### config.mk
export PLATFORM = sky130hd
export DESIGN_NAME = oper_status_regs
export DESIGN_NICKNAME = d
export VERILOG_FILES = /design/src/oper_status_pkg.sv /design/src/oper_event_latch.sv /design/src/oper_status_regs.sv
export VERILOG_INCLUDE_DIRS = /design/src /design/src/src
export SDC_FILE = /design/constraint.sdc
export NUM_CORES = 1
export LEC_CHECK = 0
export BUFFER_PORTS_ARGS = -buffer_cell sky130_fd_sc_hd__clkbuf_2
export CAP_MARGIN = 5
export CORE_ASPECT_RATIO = 1.4
export CORE_MARGIN = 2
export CORE_UTILIZATION = 45
export DETAILED_ROUTE_END_ITERATION = 10
export PLACE_DENSITY = 0.74
export SYNTH_ARGS = -nofsm -noshare
export SYNTH_HDL_FRONTEND = slang
export SYNTH_SLANG_ARGS = --single-unit
### constraint.sdc
create_clock -name sys_clk -period 2.4 [get_ports sys_clk]
set_input_delay 0.48 -clock sys_clk [delete_from_list [all_inputs] [get_ports sys_clk]]
set_output_delay 0.48 -clock sys_clk [all_outputs]
set_load 0.1 [all_outputs]
### src/oper_status_consts.svh
`ifndef OPER_STATUS_CONSTS_SVH
`define OPER_STATUS_CONSTS_SVH

// Register width and reset values
`define OPER_WIDTH          16
`define OPER_ENABLE_RST     16'h0000
`define OPER_EVENT_RST      16'h0000
`define OPER_CFG_CHG_RST    1'b0

// Bit positions of the operation status word
`define OPER_BIT_CALIB      0
`define OPER_BIT_SELFTEST   1
`define OPER_BIT_SCAN       4
`define OPER_BIT_WAIT_TRIG  5
`define OPER_BIT_STORAGE    7
`define OPER_BIT_CFG_CHG    8
`define OPER_BIT_MEM_THR    9
`define OPER_BIT_LOCKED     10
`define OPER_BIT_SETTINGS   11
`define OPER_BIT_ERROR      13
`define OPER_BIT_BUSY       14

// Stored reading counter and threshold width
`define OPER_COUNT_WIDTH    17
`define OPER_THR_RST        17'h00000

`endif

### src/oper_status_pkg.sv
`include "oper_status_consts.svh"

package oper_status_pkg;

  // One status word
  typedef logic [`OPER_WIDTH-1:0] oper_word_t;

  // Stored reading count or threshold
  typedef logic [`OPER_COUNT_WIDTH-1:0] oper_count_t;

  // Source of a read answer
  typedef enum logic [2:0] {
    RSEL_COND  = 3'b001,
    RSEL_ENAB  = 3'b010,
    RSEL_EVENT = 3'b100
  } read_sel_t;

  // State of the event latch
  typedef struct packed {
    oper_word_t cond_prev;   // Condition seen one cycle ago
    oper_word_t event_bits;  // Sticky event bits
  } event_state_t;

  // State of the register set
  typedef struct packed {
    oper_word_t  enable;      // Enable mask
    oper_count_t threshold;   // Memory threshold
    logic        cfg_chg;     // Sticky configuration changed
    logic        thr_prev;    // Threshold compare one cycle ago
    oper_word_t  rd_data;     // Read answer
    logic        rd_valid;    // Read answer strobe
    logic        summary;     // Summary to status byte
  } oper_state_t;

endpackage

### src/oper_event_latch.sv
`include "oper_status_consts.svh"

module oper_event_latch (
  // Clock and reset
  input  wire logic                        sys_clk,
  input  wire logic                        rst_n,
  // Sources
  input  wire oper_status_pkg::oper_word_t cond_bits,
  input  wire oper_status_pkg::oper_word_t event_pulses,
  // Clear by event query or clear status
  input  wire logic                        clear,
  // Latched events
  output oper_status_pkg::oper_word_t      event_bits
);

  oper_status_pkg::event_state_t s_q;  // Registered state
  oper_status_pkg::event_state_t s_d;  // Next state
  oper_status_pkg::oper_word_t   rise; // Newly risen condition bits

  // Rising edges of conditions plus one-shot events
  always_comb begin
    s_d = s_q;
    rise = (cond_bits & ~s_q.cond_prev) | event_pulses;
    s_d.cond_prev = cond_bits;
    // Set wins over a clear in the same cycle
    if (clear) begin
      s_d.event_bits = rise;
    end else begin
      s_d.event_bits = s_q.event_bits | rise;
    end
  end

  // State register
  always_ff @(posedge sys_clk) begin
    if (!rst_n) begin
      s_q.cond_prev  <= `OPER_EVENT_RST;
      s_q.event_bits <= `OPER_EVENT_RST;
    end else begin
      s_q <= s_d;
    end
  end

  assign event_bits = s_q.event_bits;

endmodule

### src/oper_status_regs.sv
// Summary of operation
// - condition register read-only, reads change nothing
// - bit 14 high during lengthy command
// - factory reset sets bit 8
// - bit 0 calibrating, bit 1 self-test
// - bit 4 scanning, bit 5 awaiting trigger
// - bit 7 set on storage detected
// - bit 8 set on scan list change
// - bit 10 high while locked
// - bit 13 high while error queue nonempty
// - enable register writable, readable, full 16 bits
// - event reaches summary only when enabled
// - reads return binary-weighted sixteen-bit value
// - enable has bits 9 and 11 events
// - bit 9 from count above threshold
// - event bits sticky until query or clear
`include "oper_status_consts.svh"

module oper_status_regs (
  // Clock and reset
  input  wire logic                         sys_clk,
  input  wire logic                         rst_n,
  // Live instrument state
  input  wire logic                         calibrating,
  input  wire logic                         self_testing,
  input  wire logic                         scanning,
  input  wire logic                         wait_for_trigger_flag,
  input  wire logic                         storage_device_detected,
  input  wire logic                         locked,
  input  wire logic                         config_import_query,
  input  wire logic [7:0]                   error_queue_count,
  // One-cycle event pulses
  input  wire logic                         scan_list_changed,
  input  wire logic                         settings_changed,
  // Stored reading count
  input  wire oper_status_pkg::oper_count_t reading_count,
  // Remote commands, each a one-cycle strobe
  input  wire logic                         factory_reset,
  input  wire logic                         status_preset,
  input  wire logic                         clear_status,
  input  wire logic                         cond_query,
  input  wire logic                         enable_query,
  input  wire logic                         event_query,
  input  wire logic                         enable_write,
  input  wire oper_status_pkg::oper_word_t  enable_wdata,
  input  wire logic                         threshold_write,
  input  wire oper_status_pkg::oper_count_t threshold_wdata,
  // Answers
  output oper_status_pkg::oper_word_t       rd_data,
  output logic                              rd_valid,
  output oper_status_pkg::oper_word_t       condition,
  output logic                              oper_summary
);

  // Registered state and its next value
  oper_status_pkg::oper_state_t s_q;         // Registered state
  oper_status_pkg::oper_state_t s_d;         // Next state
  // Combinational helpers
  oper_status_pkg::oper_word_t  cond;        // Live condition word
  oper_status_pkg::oper_word_t  pulses;      // One-shot events
  oper_status_pkg::oper_word_t  event_bits;  // Latched events
  oper_status_pkg::read_sel_t   rsel;        // Selected read source
  logic                         thr_above;   // Count above threshold
  logic                         any_query;   // Any read this cycle

  // Word with one bit set at a position
  // Shared by the condition and pulse builders
  function automatic oper_status_pkg::oper_word_t bit_at(input int unsigned pos, input logic val);
    oper_status_pkg::oper_word_t w;
    w = '0;
    w[pos] = val;
    return w;
  endfunction

  // Live condition word; all other positions stay zero
  // Rebuilt every cycle from live inputs, so a read cannot disturb it
  always_comb begin
    cond = '0;
    // Levels straight from the instrument
    cond = cond | bit_at(`OPER_BIT_CALIB, calibrating);
    cond = cond | bit_at(`OPER_BIT_SELFTEST, self_testing);
    cond = cond | bit_at(`OPER_BIT_SCAN, scanning);
    cond = cond | bit_at(`OPER_BIT_WAIT_TRIG, wait_for_trigger_flag);
    cond = cond | bit_at(`OPER_BIT_STORAGE, storage_device_detected);
    // Only held bit: its sources are one-cycle strobes
    cond = cond | bit_at(`OPER_BIT_CFG_CHG, s_q.cfg_chg);
    // Lock level held by the instrument
    cond = cond | bit_at(`OPER_BIT_LOCKED, locked);
    // Queue depth reduced to a flag
    cond = cond | bit_at(`OPER_BIT_ERROR, error_queue_count != 8'h00);
    // Busy follows the long command for its whole length
    cond = cond | bit_at(`OPER_BIT_BUSY, config_import_query);
  end

  // Memory threshold compare
  // Count and threshold share one width, no extension needed
  // A level; only its rise becomes an event
  assign thr_above = reading_count > s_q.threshold;

  // Event-only sources on bits 9 and 11
  // No live condition behind them, so both enter the latch as pulses
  // Threshold pulse fires once per crossing, not every cycle above it
  always_comb begin
    pulses = '0;
    // Count crossed the threshold this cycle
    pulses = pulses | bit_at(`OPER_BIT_MEM_THR, thr_above & ~s_q.thr_prev);
    // Settings change strobe from the instrument
    pulses = pulses | bit_at(`OPER_BIT_SETTINGS, settings_changed);
  end

  // Sticky event register
  // Query or clear-status empties it; an edge in the same cycle still lands
  // Its output feeds both the summary and the event read
  oper_event_latch oper_event_latch_inst (
    .sys_clk      (sys_clk),
    .rst_n        (rst_n),
    .cond_bits    (cond),
    .event_pulses (pulses),
    .clear        (event_query | clear_status),
    .event_bits   (event_bits)
  );

  // Read source, one query at a time by priority
  // Event query wins: it also clears, so its answer must not be lost
  always_comb begin
    if (event_query) begin
      // Events, answered before they clear
      rsel = oper_status_pkg::RSEL_EVENT;
    end else if (enable_query) begin
      // Enable mask
      rsel = oper_status_pkg::RSEL_ENAB;
    end else begin
      // Condition word, also the idle choice
      rsel = oper_status_pkg::RSEL_COND;
    end
  end

  // Any query loads the answer register and raises its strobe
  assign any_query = cond_query | enable_query | event_query;

  // Next state
  always_comb begin
    // Every field holds unless a branch below changes it
    s_d = s_q;
    s_d.thr_prev = thr_above;
    // Strobe is high only in the cycle after a query
    s_d.rd_valid = any_query;
    // Enable mask write, then preset overrides
    if (enable_write) begin
      // Whole word taken, any value from 0 to ffff
      s_d.enable = enable_wdata;
    end
    // Preset comes last so it beats a write in the same cycle
    if (status_preset) begin
      s_d.enable = `OPER_ENABLE_RST;
    end
    // Threshold setting
    if (threshold_write) begin
      s_d.threshold = threshold_wdata;
    end
    // Configuration changed: set wins over clear
    if (clear_status) begin
      s_d.cfg_chg = 1'b0;
    end
    // Either source sets; coming after the clear, a set beats it
    if (scan_list_changed) begin
      s_d.cfg_chg = 1'b1;
    end
    if (factory_reset) begin
      s_d.cfg_chg = 1'b1;
    end
    // Read answer; reading condition changes nothing
    // Without a query the last answer is held for the host
    if (any_query) begin
      // Select is always one of its three codes, so no default
      unique case (rsel)
        oper_status_pkg::RSEL_COND: begin
          // Live word as seen on the query edge
          s_d.rd_data = cond;
        end
        oper_status_pkg::RSEL_ENAB: begin
          // Mask as it stood before any write this cycle
          s_d.rd_data = s_q.enable;
        end
        oper_status_pkg::RSEL_EVENT: begin
          // Latched events before this query clears them
          s_d.rd_data = event_bits;
        end
      endcase
    end
    // Summary of enabled events
    // Registered, so it follows the events by one cycle
    s_d.summary = |(event_bits & s_q.enable);
  end

  // State register
  // Synchronous reset; a zero mask keeps the summary quiet until set
  always_ff @(posedge sys_clk) begin
    if (!rst_n) begin
      // Every field named so none starts unknown
      s_q.enable    <= `OPER_ENABLE_RST;
      s_q.threshold <= `OPER_THR_RST;
      s_q.cfg_chg   <= `OPER_CFG_CHG_RST;
      s_q.thr_prev  <= 1'b0;
      s_q.rd_data   <= `OPER_EVENT_RST;
      s_q.rd_valid  <= 1'b0;
      s_q.summary   <= 1'b0;
    end else begin
      // Whole state in one register
      s_q <= s_d;
    end
  end

  // Outputs from flops, condition is live
  // Condition has no flop delay, so the instrument sees its status at once
  assign rd_data      = s_q.rd_data;
  assign rd_valid     = s_q.rd_valid;
  assign condition    = cond;
  assign oper_summary = s_q.summary;

endmodule

Word-level counts from Yosys, hierarchy flattened
Index checks and enable logic that the tools add are counted.

operators by class
  muxes and demuxes = 7
  bitwise gates (word level) = 20
  reduce and logical (&&, ||, !) cells = 4
  equality and inequality tests = 3
  $lt $le $gt $ge = 1

operator list
  kind                                                                   number
  16-bit case mux with 3 select lines                                    1
  17-bit > comparator                                                    1
  15-bit by 16-bit AND with 16-bit output                                1
  16-bit AND                                                             1
  16-bit two-way mux                                                     1
  16-bit NOT                                                             1
  16-bit by 12-bit OR with 16-bit output                                 1
  16-bit OR                                                              1
  16-bit OR reduction                                                    1
  14-bit by 15-bit OR with 15-bit output                                 1
  11-bit by 14-bit OR with 14-bit output                                 1
  10-bit by 12-bit OR with 12-bit output                                 1
  9-bit by 11-bit OR with 11-bit output                                  1
  8-bit by 9-bit OR with 9-bit output                                    1
  6-bit by 8-bit OR with 8-bit output                                    1
  8-bit nonzero test                                                     1
  5-bit by 6-bit OR with 6-bit output                                    1
  2-bit by 5-bit OR with 5-bit output                                    1
  3-bit by 1-bit equality test with 1-bit output, second input constant  1
  3-bit by 2-bit equality test with 1-bit output, second input constant  1
  3-bit equality test, second input constant                             1
  1-bit two-way mux                                                      3
  3-bit two-way mux                                                      1
  1-bit OR                                                               3
  6 further kinds                                                        7

word-level totals
  logic and storage cells = 44
  output and inout bits = 34
  flip-flop bits (word level) = 85
  input port bits = 77

Depth between registers and ports, before layout
  word-level depth = 12
  depth in mapped cells = 7
  mapped depth without buffers = 7

Modules after synthesis
From an unflattened synthesis, not the netlist that was laid out.

unflattened totals
  cell total of the unflattened synthesis = 453
  area total of the unflattened synthesis = 4181.5 um^2

by module, submodules not included
  module            cells each  seq. area each (um^2)  instances  area each (um^2)
  oper_status_regs  337         1061.0                 1          2942.8
  oper_event_latch  116         640.6                  1          1238.7

Least setup slack after synthesis
OpenSTA, ideal clock, no wires.

  path kind = input to register
  start = input port reading_count[15]
  end = register, netlist name oper_event_latch_inst.event_bits[9]
  arrival = 1.758 ns
  slack = 0.501 ns
  stages on the path = 6
  buffers on the path = 0
  cell sequence = ha_1 nand4_2 or4_4 o21ai_2 a2bb2oi_2 a21oi_1

on the way
  word-level cells in the longest chain between the ends = 6

ends and longest elaborated chain
  item                                        line                     RTL
  from (decl)                                 oper_status_regs.sv:36   input wire oper_status_pkg::oper_count_t reading_count,
  17-bit > comparator (*)                     oper_status_regs.sv:98   assign thr_above = reading_count > s_q.threshold;
  1-bit AND (*)                               oper_status_regs.sv:106  pulses = pulses | bit_at(`OPER_BIT_MEM_THR, thr_above & ~s_q.thr_prev);
  10-bit by 12-bit OR with 12-bit output (*)  oper_status_regs.sv:108  pulses = pulses | bit_at(`OPER_BIT_SETTINGS, settings_changed);
  16-bit by 12-bit OR with 16-bit output (*)  oper_event_latch.sv:23   rise = (cond_bits & ~s_q.cond_prev) | event_pulses;
  16-bit OR                                   oper_event_latch.sv:29   s_d.event_bits = s_q.event_bits | rise;
  16-bit two-way mux (*)                      oper_event_latch.sv:26   if (clear) begin

Mark *: on every way between the ends. The rest lies on a longest branch, timed or not.
A chain may end at the register's enable or synchronous reset.

Final worst setup path
  start = register s_q[22] (netlist bit)
  end = register s_q[18] (netlist bit)

on the way
  word-level cells in the longest chain between the ends = 1

ends and longest elaborated chain
  item                 line                    RTL
  from (decl)          oper_status_regs.sv:56  oper_status_pkg::oper_state_t s_q;
  17-bit > comparator  oper_status_regs.sv:98

No other way between the ends.

==> metrics <==
Worst setup endpoint s_q[18]; # fillers ~690; core area 7310 um2; flop2flop setup slack 460 ps; Routed WL 7430 um; clk root buf clkbuf_8; layout cells sized above 1 approximately 30%; initial core utilization 46.2%; boundary pin count 111; Worst slew margin between 50% and 60%; Crit Reg-Reg Endpoint s_q[18]; Worst-Margin Slew 643 ps; DRT antenna net count 0; Setup Skew 11.7 ps; R2R Path Start s_q[22]; final global-route overflow total 0; RSZ-0062 raised after global routing no; type of origin of the critical path flip-flop; CP max FO 2; setup_tns 0 ps; initial antenna violation count 0; Yosys reg bits 73; Synth cell types 40; Area Growth Syn to Fin 17.3%; Worst Setup SP s_q[22]; Finished Core Util 54.2%; most common cell after layout, fill and taps aside clkbuf_2; die area 8230 um2; register area share after synthesis 43.3%; Cells after Synth 373; hpwl dp 5660 um; met1 global-route usage 21.9%; DRC viols 0; clk buf depth 2; Main synth FF type dfxtp_1; Final Hold Viols 0; routed len/inst 13.5 um; Peak supply drop 0.655 mV; leakage power 0.00188 uW; Ys Warns 0; clk sink count 73; largest net degree at the start of global routing 36; layer with the highest usage met2; detail-routed via count per cell 5.05; Resize count post-CTS 0; Max Cap Viol 0; met2 Resource Use GR 32.8%; number of synthesized flops with an enable pin 0; Final period util 80.9%; GP Congestion 0.799; All-Layer GR Usage about a fifth; count of final setup violators 0; Reg2Reg Depth 7; most frequent cells in the layout 103 x clkbuf_2, 73 x dfxtp_1, 51 x nor2_1, 41 x a21oi_1, 34 x mux2i_1; fin. max-slew vios 0; vias in the first global route about 2700; n_diodes 0; CTS tree built; FFs w/ async S/R, synth 0%; CTS Buf Count 9; Crit. End Element flip-flop; CTS H-tree depth 3; pwr/cell area between 700 and 800 nW/um2; Hold Path Class primary input to flip-flop; via count about 2800; CP Class flip-flop to flip-flop; Die W between 70 and 80 um; Worst-Skew Late Latency 340 ps; first-pass GRT wire length 12200 um; Iter 0 DRT Violations 70; Final nets 541; Reg clk slew, reported paths roughly 80 ps; hold-fix buffers at CTS 0; worst endpoint required time 2590 ps; PortBufs just over 100; Post-Syn Area around 3400 um2; Avg Inst Size Synth between 9 and 10 um2; row count 37; fmax 515 MHz; Die H 107 um; status completed; CP arrival 2130 ps; minimum clock period around 2000 ps; DRT Pass-1 Iters 4; Setup Fix Bufs, Post-CTS 0; met3 track demand over resource roughly 5.5%
## Yosys cell counts, drive strengths merged, types with 6 or more instances
cell | number | area [um2]
a21oi | 41 | 205
buf | 39 | 275
clkbuf | 12 | 45.0
dfxtp | 73 | 1460
ha | 17 | 213
inv | 31 | 116
mux2i | 34 | 340
nand2 | 13 | 48.8
nor2 | 53 | 204
o21ai | 6 | 33.8
o221ai | 8 | 70.1
o31ai | 8 | 60.1
## logic make-up (layout without fill, tap and decap cells)
| kind of cell | Yosys count | after routing | synth area share (%) |
|---|---|---|---|
| AND/OR/NAND/NOR | 86 | 86 | 12.1 |
| buffers and inverters | 82 | 155 | 12.9 |
| AO/OA/AOI/OAI | 79 | 79 | 14.9 |
| flip-flops | 73 | 73 | 43.3 |
| multiplexers | 35 | 35 | 10.4 |
| adder cells (fa/ha/maj) | 17 | 17 | 6.30 |
| other | 1 | 7 | 0.111 |
## flip-flops by register name (all words and copies together), names as in the netlist
register and count:
rd_data 16, oper_event_latch_inst.event_bits 11, oper_summary 1, rd_valid 1, s_q 35, oper_event_latch_inst.s_q 9
## cell type report
class / count / area (um2) / share of cell area (%)
Clock inverter: 4 / 51.3 / 1.30
Multi-Input combinational cell: 224 / 1500 / 37.9
Timing Repair Buffer: 108 / 553 / 14.0
Sequential cell: 73 / 1460 / 36.9
Clock buffer: 12 / 155 / 3.92
Inverter: 31 / 116 / 2.94
Tap cell: 97 / 121 / 3.06
## where the power goes
part / switching, uW / leakage, uW / total, uW / internal (uW)
combinational: 398 / 0.00117 / 562 / 165
clock: 438 / 0.000103 / 975 / 537
sequential: 39.1 / 0.000602 / 1320 / 1280
## critical path, cell delays in order (launching register included)
cell and delay, ps:
dfxtp_1 340, inv_1 50, ha_1 290, a21o_1 160, nand3_1 100, a2111oi_0 110, a2111oi_0 590, a21oi_1 140
## how the worst min path moves through the flow
stage,depth (start not counted),slack (ps),startpoint,to
2_1_floorplan,1,390,oper_event_latch_inst.s_q[30],oper_event_latch_inst.event_bits[14]
3_3_place_gp,1,390,oper_event_latch_inst.s_q[30],oper_event_latch_inst.event_bits[14]
3_5_place_dp,1,410,oper_event_latch_inst.s_q[29],oper_event_latch_inst.event_bits[13]
4_1_cts,2,350,settings_changed,oper_event_latch_inst.event_bits[11]
5_1_grt,2,360,settings_changed,oper_event_latch_inst.event_bits[11]
6_report,3,370,enable_wdata[0],s_q[37]
## metrics by stage
| stage | total power, uW | std cells | cell area, um2 | hold WS [ps] | setup WS (ps) |
|---|---|---|---|---|---|
| floorplan | 1800 | 379 | 3400 | 388 | 501 |
| global placement | 1900 | 533 | 3750 | 393 | 345 |
| detailed placement | 1910 | 533 | 3750 | 409 | 281 |
| CTS | 2890 | 549 | 3960 | 355 | 440 |
| global route | 2990 | 549 | 3960 | 358 | 250 |
| finish | 2850 | 549 | 3960 | 371 | 458 |
## layer usage
metal | part of all wire, % | routed length, um
met3 | 7.1 | 531
met5 | 0 | 0
met2 | 51 | 3760
met4 | 1.1 | 79
met1 | 41 | 3050
(Power assumes the default switching activity.)
